`config.mk`:
```
export PLATFORM = sky130hd
export DESIGN_NAME = dsh_sleep_ctrl
export DESIGN_NICKNAME = d
export VERILOG_FILES = /design/src/rtl/dsh_pkg.sv /design/src/rtl/dsh_sleep_ctrl.sv
export VERILOG_INCLUDE_DIRS = /design/src /design/src/rtl
export SDC_FILE = /design/constraint.sdc
export NUM_CORES = 1
export LEC_CHECK = 0
export BUFFER_PORTS_ARGS = -buffer_cell sky130_fd_sc_hd__clkbuf_2
export CAP_MARGIN = 15
export CORE_MARGIN = 2
export CORE_UTILIZATION = 53
export DETAILED_ROUTE_END_ITERATION = 8
export PLACE_DENSITY = 0.77
export SLEW_MARGIN = 25
export SYNTH_ARGS = -nofsm -noshare
export SYNTH_HDL_FRONTEND = slang
export SYNTH_SLANG_ARGS = --single-unit
```
`constraint.sdc`:
```
create_clock -name mclk_in -period 2.7 [get_ports mclk_in]
set_clock_uncertainty 0.1 [all_clocks]
set_input_delay 0.27 -clock mclk_in [delete_from_list [all_inputs] [get_ports mclk_in]]
set_output_delay 0.27 -clock mclk_in [all_outputs]
set_load 0.01 [all_outputs]
```
`src/rtl/dsh_defines.svh`:
```
// Offsets, field positions, reset values and counts of the deep sleep hold block
`ifndef DSH_DEFINES_SVH
`define DSH_DEFINES_SVH
`define DSH_OFF_CTRL 8'h00
`define DSH_OFF_RST 8'h04
`define DSH_OFF_SCR0 8'h08
`define DSH_OFF_SCR1 8'h0c
`define DSH_OFF_WAKE 8'h10
`define DSH_OFF_DIR 8'h14
`define DSH_OFF_LAT 8'h18
`define DSH_OFF_OSC 8'h1c
`define DSH_OFF_STAT 8'h20
`define DSH_CTRL_ARM 15
`define DSH_CTRL_BOR 1
`define DSH_CTRL_FREEZE 0
`define DSH_RST_EXIT 10
`define DSH_RST_POR 0
`define DSH_OSC_SECONDARY_OSC_EN 1
`define DSH_CW4_WDT_EN 7
`define DSH_CW4_BOR_EN 6
`define DSH_CW4_RTC_SEL 5
`define DSH_CW4_WDT_SEL 4
`define DSH_WAKE_EXTERNAL_INT_ZERO 8
`define DSH_WAKE_FLT 7
`define DSH_WAKE_WDT 4
`define DSH_WAKE_RTC 3
`define DSH_WAKE_MASTER_CLEAR_PIN 2
`define DSH_WAKE_POR 0
`define DSH_WAKE_MASK 16'h019d
`define DSH_DIR_RST 16'hffff
`define DSH_LAT_RST 16'h0000
`define DSH_ARM_WINDOW 2'h3
`define DSH_WDT_BASE 5
`endif

```
`src/rtl/dsh_pkg.sv`:
```
// Types shared by the deep sleep hold block
package dsh_pkg;
	typedef enum logic [1:0] {
		DSH_RUN,
		DSH_SLEEP,
		DSH_WAKE
	} dsh_state_t;
	typedef struct packed {
		logic [15:0] dir;
		logic [15:0] lat;
	} dsh_pins_t;
	typedef struct packed {
		logic master_clear_pin;
		logic brownout;
		logic rtc_alarm;
		logic ext_int_zero;
		logic fault;
	} dsh_events_t;
endpackage

```
`src/rtl/dsh_sleep_ctrl.sv`:
```
// Deep sleep pin hold, retention, sleep watchdog and status, APB slave
//
// Contract
// - Input-configured pins stay high-impedance until freeze flag is cleared.
// - Output pins keep driving the latch level captured at sleep entry.
// - Wake resets direction, latch and oscillator enable; pins stay frozen unless brown-out woke.
// - Writes do not reach pins while frozen; clearing applies programmed values.
// - Oscillator keeps running in sleep; set enable before clearing freeze.
// - Enabled brown-out in sleep releases pins and loses all retained state.
// - Master clear in sleep keeps scratch, control, wake; pins go to reset.
// - Oscillator enable changes wait for freeze flag to clear.
// - Config bit 7 enables sleep watchdog regardless of main watchdog.
// - Each sleep entry resets the sleep watchdog counter.
// - Config bit 4 selects watchdog clock, bits 3:0 its postscaler.
// - Calendar and watchdog run from either oscillator; config bit 5 selects calendar.
// - An enabled watchdog turns its stopped clock source on at entry.
// - Sleep entry sets exit flag, bit 10 of reset control; software clears.
// - True power-on reset clears the deep sleep registers and watchdog, but sets the power-on flag and direction bits.
// - Arm bit 15 clears automatically on sleep exit.
// - Arm bit clears if power-save does not follow within four cycles.
// - Setting the arm bit clears the whole wake-source register.
// - Wake events before power-on sequence completes are not recorded.
`include "dsh_defines.svh"

module dsh_sleep_ctrl #(
	parameter int WDT_W = 32
) (
	input wire logic mclk_in,
	input wire logic arst_n_in,
	input wire logic psel_in,
	input wire logic penable_in,
	input wire logic pwrite_in,
	input wire logic [7:0] paddr_in,
	input wire logic [31:0] pwdata_in,
	output logic [31:0] prdata_out,
	output logic pready_out,
	output logic pslverr_out,
	input wire logic [7:0] config_word_four_in,
	input wire logic pwrsav_sleep_in,
	input wire dsh_pkg::dsh_events_t events_in,
	input wire logic por_done_in,
	input wire logic secondary_osc_tick_in,
	input wire logic low_power_rc_osc_tick_in,
	output logic [15:0] pin_level_out,
	output logic [15:0] pin_oe_out,
	output logic secondary_osc_on_out,
	output logic low_power_rc_on_out,
	output logic rtc_tick_out,
	output logic sleeping_out
);
	import dsh_pkg::*;

	// ---------------------------------------------------------------
	// Parameter check: counter must hold the largest postscaled limit
	// ---------------------------------------------------------------
	if (WDT_W < `DSH_WDT_BASE + 16 || WDT_W > 32) begin : g_wdt_w_check
		$error("WDT_W must hold the largest postscaled count");
	end

	// ---------------------------------------------------------------
	// Address decode
	// ---------------------------------------------------------------
	function automatic logic addr_ok(input logic [7:0] a);
		case (a)
			`DSH_OFF_CTRL, `DSH_OFF_RST, `DSH_OFF_SCR0, `DSH_OFF_SCR1, `DSH_OFF_WAKE,
			`DSH_OFF_DIR, `DSH_OFF_LAT, `DSH_OFF_OSC, `DSH_OFF_STAT: addr_ok = 1'b1;
			default: addr_ok = 1'b0;
		endcase
	endfunction

	logic wr_en, rd_setup;
	assign wr_en = psel_in & penable_in & pwrite_in & addr_ok(paddr_in);
	assign rd_setup = psel_in & ~penable_in & ~pwrite_in;
	assign pready_out = 1'b1;
	assign pslverr_out = psel_in & penable_in & ~addr_ok(paddr_in);

	// ---------------------------------------------------------------
	// State
	// ---------------------------------------------------------------
	dsh_state_t state_q, state_d;
	dsh_pins_t hold_q, hold_d, regs_q, regs_d, pins_q, pins_d;
	logic arm_q, arm_d, bor_q, bor_d, freeze_q, freeze_d;
	logic exit_q, exit_d, porf_q, porf_d;
	logic [1:0] arm_cnt_q, arm_cnt_d;
	logic [15:0] scr0_q, scr0_d, scr1_q, scr1_d, wake_q, wake_d;
	logic secondary_osc_en_q, secondary_osc_en_d, secondary_osc_run_q, secondary_osc_run_d;
	logic [WDT_W-1:0] wdt_cnt_q, wdt_cnt_d;
	logic [31:0] rdata_q, rdata_d;

	logic wdt_en, wdt_tick, wdt_limit_hit;
	logic [WDT_W-1:0] wdt_limit;
	assign wdt_en = config_word_four_in[`DSH_CW4_WDT_EN];
	assign wdt_tick = config_word_four_in[`DSH_CW4_WDT_SEL] ? low_power_rc_osc_tick_in : secondary_osc_tick_in;
	assign wdt_limit = WDT_W'(({{(WDT_W-1){1'b0}}, 1'b1} << (`DSH_WDT_BASE + config_word_four_in[3:0])) - 1);
	assign wdt_limit_hit = wdt_cnt_q == wdt_limit;

	// ---------------------------------------------------------------
	// Next-state logic
	// ---------------------------------------------------------------
	always_comb begin
		state_d = state_q;
		hold_d = hold_q;
		regs_d = regs_q;
		arm_d = arm_q;
		arm_cnt_d = arm_cnt_q;
		bor_d = bor_q;
		freeze_d = freeze_q;
		exit_d = exit_q;
		porf_d = porf_q;
		scr0_d = scr0_q;
		scr1_d = scr1_q;
		wake_d = wake_q;
		secondary_osc_en_d = secondary_osc_en_q;
		wdt_cnt_d = wdt_cnt_q;
		rdata_d = rdata_q;

		// Software writes, taken in the access phase
		if (wr_en) begin
			case (paddr_in)
				`DSH_OFF_CTRL: begin
					if (pwdata_in[`DSH_CTRL_ARM]) begin
						arm_d = 1'b1;
						arm_cnt_d = 2'h0;
						wake_d = 16'h0000;
					end else begin
						arm_d = 1'b0;
					end
					bor_d = pwdata_in[`DSH_CTRL_BOR];
					if (!pwdata_in[`DSH_CTRL_FREEZE]) begin
						freeze_d = 1'b0;
					end
				end
				`DSH_OFF_RST: begin
					exit_d = exit_q & pwdata_in[`DSH_RST_EXIT];
					porf_d = porf_q & pwdata_in[`DSH_RST_POR];
				end
				`DSH_OFF_SCR0: scr0_d = pwdata_in[15:0];
				`DSH_OFF_SCR1: scr1_d = pwdata_in[15:0];
				`DSH_OFF_WAKE: if (!arm_q) wake_d = pwdata_in[15:0] & `DSH_WAKE_MASK;
				`DSH_OFF_DIR: regs_d.dir = pwdata_in[15:0];
				`DSH_OFF_LAT: regs_d.lat = pwdata_in[15:0];
				`DSH_OFF_OSC: secondary_osc_en_d = pwdata_in[`DSH_OSC_SECONDARY_OSC_EN];
				default: ;
			endcase
		end

		case (state_q)
			DSH_RUN: begin
				if (arm_q && pwrsav_sleep_in) begin
					state_d = DSH_SLEEP;
					hold_d = pins_q;
					freeze_d = 1'b1;
					// exit flag set on entry, set wins
					exit_d = 1'b1;
					wdt_cnt_d = '0;
				end else if (arm_q) begin
					if (arm_cnt_q == `DSH_ARM_WINDOW) begin
						arm_d = 1'b0;
					end else begin
						arm_cnt_d = arm_cnt_q + 2'h1;
					end
				end
			end
			DSH_SLEEP: begin
				if (wdt_en && wdt_tick && !wdt_limit_hit) begin
					wdt_cnt_d = wdt_cnt_q + WDT_W'(1);
				end
				// Brownout outranks master clear, which outranks the rest
				if (events_in.brownout && config_word_four_in[`DSH_CW4_BOR_EN]) begin
					// release at once, drop retained state
					state_d = DSH_WAKE;
					freeze_d = 1'b0;
					scr0_d = 16'h0000;
					scr1_d = 16'h0000;
					bor_d = 1'b1;
					porf_d = 1'b1;
					wake_d = 16'h0001 << `DSH_WAKE_POR;
				end else if (events_in.master_clear_pin) begin
					// keep scratch and control, pins to reset state
					state_d = DSH_WAKE;
					hold_d.dir = `DSH_DIR_RST;
					hold_d.lat = `DSH_LAT_RST;
					wake_d[`DSH_WAKE_MASTER_CLEAR_PIN] = 1'b1;
				end else if ((wdt_en && wdt_limit_hit) || events_in.rtc_alarm || events_in.ext_int_zero) begin
					state_d = DSH_WAKE;
					wake_d[`DSH_WAKE_WDT] = wdt_en && wdt_limit_hit;
					wake_d[`DSH_WAKE_RTC] = events_in.rtc_alarm;
					wake_d[`DSH_WAKE_EXTERNAL_INT_ZERO] = events_in.ext_int_zero;
				end
				wake_d[`DSH_WAKE_FLT] = wake_q[`DSH_WAKE_FLT] | events_in.fault;
				if (state_d == DSH_WAKE) begin
					arm_d = 1'b0;
					regs_d.dir = `DSH_DIR_RST;
					regs_d.lat = `DSH_LAT_RST;
					secondary_osc_en_d = 1'b0;
				end
			end
			DSH_WAKE: begin
				// Freeze flag untouched: pins stay held until software lets go
				// events ignored until sequence completes
				if (por_done_in) begin
					state_d = DSH_RUN;
				end
			end
			default: state_d = DSH_RUN;
		endcase

		// pins follow registers only when unfrozen
		pins_d = freeze_d ? hold_d : regs_d;
		secondary_osc_run_d = freeze_d ? secondary_osc_run_q : secondary_osc_en_d;

		if (rd_setup) begin
			case (paddr_in)
				`DSH_OFF_CTRL: rdata_d = 32'(({arm_q, 15'h0000} | {14'h0000, bor_q, freeze_q}));
				`DSH_OFF_RST: rdata_d = 32'((16'(exit_q) << `DSH_RST_EXIT) | 16'(porf_q));
				`DSH_OFF_SCR0: rdata_d = {16'h0000, scr0_q};
				`DSH_OFF_SCR1: rdata_d = {16'h0000, scr1_q};
				`DSH_OFF_WAKE: rdata_d = {16'h0000, wake_q};
				`DSH_OFF_DIR: rdata_d = {16'h0000, regs_q.dir};
				`DSH_OFF_LAT: rdata_d = {16'h0000, regs_q.lat};
				`DSH_OFF_OSC: rdata_d = 32'(16'(secondary_osc_en_q) << `DSH_OSC_SECONDARY_OSC_EN);
				`DSH_OFF_STAT: rdata_d = {28'h0000000, secondary_osc_run_q, state_q == DSH_WAKE, state_q == DSH_SLEEP, wdt_limit_hit};
				default: rdata_d = 32'h00000000;
			endcase
		end
	end

	// ---------------------------------------------------------------
	// Registers, cleared only by a true power-on reset
	// ---------------------------------------------------------------
	// power-on reset clears everything but the power-on flag and direction bits, which it sets
	always_ff @(posedge mclk_in or negedge arst_n_in) begin
		if (!arst_n_in) begin
			state_q <= DSH_RUN;
			hold_q <= {`DSH_DIR_RST, `DSH_LAT_RST};
			regs_q <= {`DSH_DIR_RST, `DSH_LAT_RST};
			pins_q <= {`DSH_DIR_RST, `DSH_LAT_RST};
			arm_q <= 1'b0;
			arm_cnt_q <= 2'h0;
			bor_q <= 1'b0;
			freeze_q <= 1'b0;
			exit_q <= 1'b0;
			porf_q <= 1'b1;
			scr0_q <= 16'h0000;
			scr1_q <= 16'h0000;
			wake_q <= 16'h0000;
			secondary_osc_en_q <= 1'b0;
			secondary_osc_run_q <= 1'b0;
			wdt_cnt_q <= '0;
			rdata_q <= 32'h00000000;
		end else begin
			state_q <= state_d;
			hold_q <= hold_d;
			regs_q <= regs_d;
			pins_q <= pins_d;
			arm_q <= arm_d;
			arm_cnt_q <= arm_cnt_d;
			bor_q <= bor_d;
			freeze_q <= freeze_d;
			exit_q <= exit_d;
			porf_q <= porf_d;
			scr0_q <= scr0_d;
			scr1_q <= scr1_d;
			wake_q <= wake_d;
			secondary_osc_en_q <= secondary_osc_en_d;
			secondary_osc_run_q <= secondary_osc_run_d;
			wdt_cnt_q <= wdt_cnt_d;
			rdata_q <= rdata_d;
		end
	end

	// ---------------------------------------------------------------
	// Outputs
	// ---------------------------------------------------------------
	assign prdata_out = rdata_q;
	assign pin_level_out = pins_q.lat;
	assign pin_oe_out = ~pins_q.dir;
	// watchdog source forced on in sleep
	assign secondary_osc_on_out = secondary_osc_run_q | (sleeping_out & wdt_en & ~config_word_four_in[`DSH_CW4_WDT_SEL]);
	assign low_power_rc_on_out = sleeping_out & wdt_en & config_word_four_in[`DSH_CW4_WDT_SEL];
	assign rtc_tick_out = config_word_four_in[`DSH_CW4_RTC_SEL] ? low_power_rc_osc_tick_in : secondary_osc_tick_in;
	assign sleeping_out = state_q == DSH_SLEEP;
endmodule

```
Word level (Yosys, flattened, before mapping)
Cells that the tools add are included.
- word-level logic and storage cells: 159
- flip-flop bits (word level): 219
- input port bits: 62
- reduce and logical (&&, ||, !) cells: 14
- bitwise operators: 20
- multiplexer cells: 84
- add/subtract/negate cells: 4
- shift operators: 1
- equal/unequal tests: 16
- operators with widths (operator ; number):
    $mux 32 ; 9
    $mux 16 ; 14
    $pmux 16 s9 ; 1
    $pmux 32 s2 ; 2
    $mux 1 ; 35
    $mux 2 ; 17
    $add 32x1->32 const B ; 1
    $eq 32x32->1 ; 1
    $eq 8x5->1 const B ; 4
    $pmux 16 s2 ; 1
    $shl 1x5->32 const A ; 1
    $sub 32x1->32 const B ; 1
    $eq 8x4->1 const B ; 2
    $not 16->16 ; 1
    $or 16x2->16 ; 1
    $and 1x1->1 ; 11
    $or 11x1->11 ; 1
    $reduce_or 9->1 ; 1
    $eq 8x3->1 const B ; 1
    $eq 8x6->1 const B ; 1
    $logic_not 8->1 ; 1
    $mux 7 ; 1
    $eq 2x2->1 const B ; 3
    $pmux 2 s3 ; 1
    other kinds (16) ; 27

Depth between registers and ports, before layout
Gate-level depths: netlist (run 1).
- depth in word-level cells: 15
- gate-level depth with buffers: 13

Worst setup path after synthesis (run 1)
Ideal clock, no wire load.
- kind: flip-flop to flip-flop
- from: reg wdt_cnt_q[22]
- to: reg wdt_cnt_q[5]
- library setup time: 0.117 ns
- path buffers: 1
- slack: -0.160 ns
- arrival: 2.643 ns
- cell stages (with the launch flop): 10
- path through: dfrtp_1 > or4_1 > or3_1 > nor4b_2 > nand4b_1 > or4_4 > o21ai_4 > buf_6 > xor2_2 > nor2_1
- longest elaborated chain between the ends: 5
- ends and longest elaborated chain (item ; line ; text):
    from (decl) ; dsh_sleep_ctrl.sv:87 ; logic [WDT_W-1:0] wdt_cnt_q, wdt_cnt_d;
    from (signal assigned) ; dsh_sleep_ctrl.sv:267 ; wdt_cnt_q <= wdt_cnt_d;
    $eq 32x32->1 ; dsh_sleep_ctrl.sv:95 ; assign wdt_limit_hit = wdt_cnt_q == wdt_limit;
    $logic_not 1->1 ; dsh_sleep_ctrl.sv:165 ; if (wdt_en && wdt_tick && !wdt_limit_hit) begin
    $logic_and 1x1->1 ; dsh_sleep_ctrl.sv:165 ;
    $ne 2x1->1 (no source line) ; - ;
    $reduce_and 3->1 (no source line) ; - ;
No other way between the ends.
A chain may end at the register's enable or synchronous reset.

Final worst setup path (run 1)
- from: reg wdt_cnt_q[22]
- to: reg wdt_cnt_q[11]
The elaborated chain is that of the path after synthesis.

==> reports/metrics.cfg, run 1 <==
[run_status]
status=finished, violations left
failed_checks=negative setup slack

[global_route]
grt_max_degree=84
grt_pass1_vias=8774
grt_overflow=0
grt_pass1_wl_um=45640
antenna_found_initial=0
grt_use_total_pct=27.93

[pwr]
peakVddDrop_v=0.0004537
cellPowerDensity_nw_per_um2=531.7
total_leakage_power_uw=0.006029

[routing]
post_drt_wl_per_cell_um=19.41
drc=0
drtIter0Drc=871
postRouteAntennaNets=0
via_count=9179
drt_wl_total_um=29670
vias_per_cell=6.007
dr.pass1.iters=5

[logic_synthesis]
async_reset_ff_share_pct=100.0
yosysWarnings=0
synth.avg_cell_area_um2=9.584
yosysUniqueCellTypes=83
synth-seq-area-share_pct=49.26
ys_ff_latch=203
synth.cell_area_um2=10440
synth_area_leaders=dfrtp_1, dfstp_2, nand2_1, mux2i_1, a21oi_1
ys.flop_type=dfrtp_1
synth_edf_count=0
synth_cells=1089
synth_top_area_share_pct=36.92
yosysTopAreaCell=dfrtp_1

[setup_path]
critPathRequiredTime_ns=2.97
cpMostUsedCell=or3_1
cp_max_fo=7
crit_type=reg2reg
path_delay_family=simple AND/OR/NAND/NOR gates
cp_data_arrival_time_ns=3.33
cpPeakStageDelay_ns=0.52
cp-end-kind=flip-flop
startpoint_type=flip-flop
cpMaxStageDelayCell=or4_4
cp_cell_sequence=or4_1 -> or3_1 -> nor4b_2 -> nand4b_1 -> or4_4 -> o21ai_4 -> buf_12 -> buf_16 -> or3_1 -> a21oi_2
cp.buffers_inverters=2

[place]
post-dp-hpwl_um=19100
place_ws_ns=-0.2519
gp_routability_congestion=0.8914
place_inst=1461
portBuffers=98

[clock_network]
cts-root-buf=clkbuf_16
tritoncts=yes
cts_sinks=203
cts_buffers=22
htree_levels=1
clockBufferDepth=3
clk_pin_slew_worst_paths_ns=0.06
clkLatencyLatePin_ns=0.51

[sta]
slew-limit-headroom_pct=50.76
rsz0062_at_grt=true
fin_crit_ns=3.058
hold_viol=0
drv_slew=0
tightestPinTransition_ns=0.7387
fmax_mhz=327.0
period_share_pct=113.3
setup_slack_ns=-0.3584
setup_viol=101
hold_slack_ns=0.006531

[hold_path]
worstHoldPathType=in2reg

[die]
die_w_um=144.3
std_cell_rows=51
die_y_um=144.3
start_util_pct=53.81
fp.coreArea_um2=19400
dieArea_um2=20830
pin_count=132

[layout]
nFillCells=1488
fin_nets=1312
syn_to_final_growth_pct=24.23
layoutNonFillerInstCount=1528
n_antenna_cell=0
drive_above_1_share_pct=31.12
fin_util_pct=66.84

[job]
cap_viol_max_count=0

where the power goes:
| part | switching [uW] | leakage [uW] | internal, uW |
|---|---|---|---|
| Clock | 1240 | 0.000386 | 1960 |
| Combinational | 319 | 0.00304 | 193 |
| Sequential | 45.4 | 0.00261 | 3140 |
| Total | 1600 | 0.00603 | 5290 |
cell usage after synthesis (5+ instances only):
cell / count
or3_2: 5
a221oi_1: 14
nand4_1: 7
dfstp_2: 49
a21oi_2: 9
o31ai_2: 12
nor4_1: 5
and3_1: 22
a22o_1: 15
o31ai_1: 10
nor4b_1: 6
nor2_1: 87
buf_2: 15
buf_4: 36
a22oi_1: 9
o21ai_0: 29
a21oi_1: 73
dfrtp_1: 154
or3_1: 11
clkbuf_8: 5
a31o_2: 9
a31oi_1: 20
nand3_1: 24
inv_1: 25
clkbuf_1: 46
o211ai_1: 15
and4_1: 5
mux2i_1: 58
nand2_1: 183
nor3_1: 12
and2_1: 9
nand2b_1: 8
o21ai_1: 11
metal layers:
metal  vias up  part of all wire (%)  GRT usage, %
li1       4127                     -             -
met1      4540                    43         39.49
met2       446                    47         44.62
met3        66                   7.5         3.709
met4         0                   2.7         9.709
met5         -                     0             0
metrics by stage:
step | TNS [ns] | instance area (um2) | total power, uW
floorplan | -2.156 | 10540 | 3479
global placement | -8.833 | 11610 | 3703
detailed placement | -12.56 | 11610 | 3713
CTS | -16.57 | 12780 | 6910
global route | -38.71 | 12970 | 7130
finish | -22.37 | 12970 | 6895
cell usage in the layout (no fill, tap or decap), drive strengths merged, types with 12 or more instances in the layout:
cell type and count:
dfrtp 154, and3 24, or3 18, a31oi 20
mux2i 58, nor2 87, clkbuf 133, dfstp 49
o31ai 22, dlygate4sd3 15, a221oi 14, buf 112
a22o 15, nand3 24, o211ai 16, inv 28
o21ai 43, a21oi 82, nor3 12, conb 19
nand2 184
worst reg2reg max path, cell delays in order (launching register included):
cell and delay [ns]:
dfrtp_1 0.37, or4_1 0.51, or3_1 0.34, nor4b_2 0.28, nand4b_1 0.16, or4_4 0.52, o21ai_4 0.23, buf_12 0.15
buf_16 0.13, or3_1 0.12, a21oi_2 0.04
what timing repair did:
action | in CTS | in global routing
resized for setup | 20 | 24
cloned | 4 | 1
endpoints found under the hold margin | 103 | 0
endpoints found under the setup margin | 102 | 105
pin swaps | 3 | 7
hold buffers | 15 | 0
setup buffers | 7 | 1
cell type report:
class	count	area (um2)	area share [%]
Sequential cell	203	5141	39.65
Inverter	26	105.1	0.8106
Tap cell	265	331.6	2.557
Clock inverter	6	96.34	0.7430
Timing Repair Buffer	226	1748	13.48
Clock buffer	34	688.2	5.307
Multi-Input combinational cell	768	4856	37.45
registers in the layout, summed over array words and instances (netlist names), 2 cells and up:
signal,flops
hold_q,32
regs_q,32
wdt_cnt_q,32
pin_level_out,16
pins_q,16
prdata_out,16
scr0_q,16
scr1_q,16
wake_q,16
arm_cnt_q,2
state_q,2
path summary, 6_finish.rpt:
path	slack (ns)	depth (start not counted)	from	endpoint
min reg2reg	0.40	1	hold_q[6]	hold_q[6]
max	-0.36	10	wdt_cnt_q[22]	wdt_cnt_q[11]
max in group asynchronous	1.34	3	arst_n_in	wdt_cnt_q[11]
min	0.007	4	pwrite_in	prdata_out[0]
min in group asynchronous	0.28	2	arst_n_in	pin_level_out[12]
max reg2reg	-0.36	10	wdt_cnt_q[22]	wdt_cnt_q[11]
logic make-up (layout without fill, tap and decap cells):
logic type / Yosys count / after routing / share of synthesized area [%]
XOR/XNOR: 9 / 9 / 0.8271
AND/OR/NAND/NOR: 417 / 417 / 19.29
other: 2 / 19 / 0.07195
adder cells (fa/ha/maj): 3 / 3 / 0.3597
AO/OA/AOI/OAI: 259 / 259 / 17.18
flip-flops: 203 / 203 / 49.26
buffers and inverters: 135 / 292 / 7.133
multiplexers: 61 / 61 / 5.886
(Power assumes the default switching activity.)
==> run 2, diff against run 1 <==
--- a/config.mk
+++ b/config.mk
@@ -6,12 +6,12 @@
 export SDC_FILE = /design/constraint.sdc
 export NUM_CORES = 1
 export LEC_CHECK = 0
-export BUFFER_PORTS_ARGS = -buffer_cell sky130_fd_sc_hd__clkbuf_2
 export CAP_MARGIN = 15
 export CORE_MARGIN = 2
-export CORE_UTILIZATION = 53
+export CORE_UTILIZATION = 58
 export DETAILED_ROUTE_END_ITERATION = 8
-export PLACE_DENSITY = 0.77
+export DONT_BUFFER_PORTS = 1
+export PLACE_DENSITY = 0.76
 export SLEW_MARGIN = 25
 export SYNTH_ARGS = -nofsm -noshare
 export SYNTH_HDL_FRONTEND = slang
==> constraint.sdc (replaced) <==
create_clock -name mclk_in -period 2.7 [get_ports mclk_in]
set_clock_uncertainty 0.1 [all_clocks]
set_input_delay 0.54 -clock mclk_in [delete_from_list [all_inputs] [get_ports mclk_in]]
set_output_delay 0.54 -clock mclk_in [all_outputs]
set_load 0.01 [all_outputs]
==> reports/metrics.cfg, run 2 (synthesis results as in run 1) <==
[run_status]
status=finished, violations left
failed_checks=negative hold slack, negative setup slack

[routing]
drc=0  ; unchanged
dr.pass1.iters=5  ; unchanged
drt_wl_total_um=31250  ; +5.3%
post_drt_wl_per_cell_um=22.69  ; +17%
drtIter0Drc=1035  ; +19%
vias_per_cell=6.456  ; +7.5%
via_count=8890  ; -3.1%
postRouteAntennaNets=0  ; unchanged

[die]
dieArea_um2=19090  ; -8.4%
std_cell_rows=49  ; -3.9%
die_y_um=138.2  ; -4.3%
fp.coreArea_um2=17780  ; -8.3%
die_w_um=138.2  ; -4.3%
start_util_pct=58.71  ; +4.9 points
pin_count=132  ; unchanged

[sta]
hold_viol=155  ; +155
fmax_mhz=324.1  ; -0.87%
fin_crit_ns=3.085  ; +0.02670 ns
slew-limit-headroom_pct=42.59  ; -8.2 points
period_share_pct=114.3  ; +0.99 points
tightestPinTransition_ns=0.8602  ; +0.1215 ns
setup_viol=103  ; +2.0%
rsz0062_at_grt=true
hold_slack_ns=-0.3674  ; -0.3739 ns
drv_slew=0  ; unchanged
setup_slack_ns=-0.3851  ; -0.02670 ns

[clock_network]
clkLatencyLatePin_ns=0.52  ; about the same
htree_levels=1  ; unchanged
cts_sinks=203  ; unchanged
cts_buffers=22  ; unchanged
clockBufferDepth=3  ; unchanged
tritoncts=yes
cts-root-buf=clkbuf_16
clk_pin_slew_worst_paths_ns=0.06  ; about the same

[layout]
layout_commonest_cell=nand2_1
final_cell_mix=nand2_1, dfrtp_1, nor2_1
design_area_um2=12710  ; -2.0%
reg.largest.list=hold_q (32), regs_q (32), wdt_cnt_q (32)
syn_to_final_growth_pct=21.76
drive_above_1_share_pct=28.68  ; -2.4 points
fin_nets=1196  ; -8.8%

[global_route]
grt_pass1_vias=8495  ; -3.2%
grt_use_total_pct=30.22  ; +2.3 points
grt_max_degree=204  ; +140%
grt_overflow=0  ; unchanged
antenna_found_initial=0  ; unchanged
grt_pass1_wl_um=46530  ; +2.0%

[job]
cap_viol_max_count=0  ; unchanged

[place]
gp_routability_congestion=0.9970  ; +12%
post_dp_cell_area_um2=11050  ; -4.9%
place_ws_ns=-0.4384  ; -0.1865 ns
post-dp-hpwl_um=18620  ; -2.5%
portBuffers=0  ; -100%

[hold_path]
worstHoldPathType=in2async

[setup_path]
cp_data_arrival_time_ns=3.41  ; +0.08 ns
startpoint_type=flip-flop
crit_type=reg2reg
cp_max_fo=7  ; unchanged
critPathRequiredTime_ns=3.03  ; +0.06 ns
cp-end-kind=flip-flop

[pwr]
peakVddDrop_v=0.0005244  ; +16%
total_leakage_power_uw=0.005625  ; -6.7%
cellPowerDensity_nw_per_um2=520.2  ; -2.2%

==> run 2: cell types whose count changed in the layout (fill, tap and decap cells not counted), sizes merged <==
cell         change
inv              -2
buf              -9
diode            +1
clkbuf          -91
dlygate4sd3     -14
==> run 2: path summary, 6_finish.rpt <==
| check | startpoint | slack, ns | depth (start not counted) | endpoint |
|---|---|---|---|---|
| setup / recovery | wdt_cnt_q[22] | -0.39 | 9 | wdt_cnt_q[31] |
| hold / removal | arst_n_in | -0.37 | 0 | wdt_cnt_q[7] |
| setup reg to reg | wdt_cnt_q[22] | -0.39 | 9 | wdt_cnt_q[31] |
| hold reg to reg | porf_q | 0.39 | 2 | porf_q |
| max in group asynchronous | arst_n_in | 2.42 | 0 | regs_q[26] |
| min in group mclk_in | pwdata_in[7] | 0.05 | 2 | scr1_q[7] |
==> run 2: area by class of cell <==
class | count | area (um2)
fill | 1250 | 5071
timing repair buffer | 110 | 1197
sequential | 203 | 5141
tap | 229 | 286.5
antenna | 1 | 2.502
inverter | 26 | 100.1
multi-input combinational | 768 | 5235
clock inverter | 4 | 81.33
clock buffer | 36 | 664.4
==> run 2: metal layers <==
metal,global-route usage [%],routed length (um)
met2,46.38,14370
met1,42.05,12480
met5,0,0
met4,10.69,1355
met3,7.897,3046
==> run 2: repair_timing <==
item,CTS,global route
gates cloned,7,6
hold endpoints to repair,203,204
setup buffers,4,4
pin swaps,8,21
endpoints found under the setup margin,101,104
resized for setup,22,85
==> run 2: report_power, final <==
group,total (uW),internal (uW),switching (uW),leakage (uW)
Combinational,285,122,163,0.00266
Clock,3110,1880,1240,0.000362
Sequential,3220,3140,72.8,0.00261
==> run 2: through the flow <==
stage / hold WS, ns / cells / TNS [ns] / total power [uW] / util, %
after floorplan: 0.1444 / 1106 / -13.26 / 3481 / -
after global placement: 0.1489 / 1316 / -27.16 / 3487 / 62.13
after detailed placement: 0.1498 / 1316 / -31.43 / 3495 / 62.13
after CTS: -0.3855 / 1367 / -21.24 / 6584 / 67.94
after global routing: -0.3925 / 1376 / -44.34 / 6793 / 71.46
final: -0.3674 / 1377 / -27.04 / 6611 / 71.48
==> run 2: critical path, stage by stage (launching register included) <==
cell and delay (ns):
dfrtp_1 0.39, or4_1 0.56, or3_4 0.38, nor4b_4 0.22
nand4b_1 0.17, or4_4 0.52, o21ai_4 0.23, buf_6 0.17
or4_4 0.12, mux2i_1 0.16
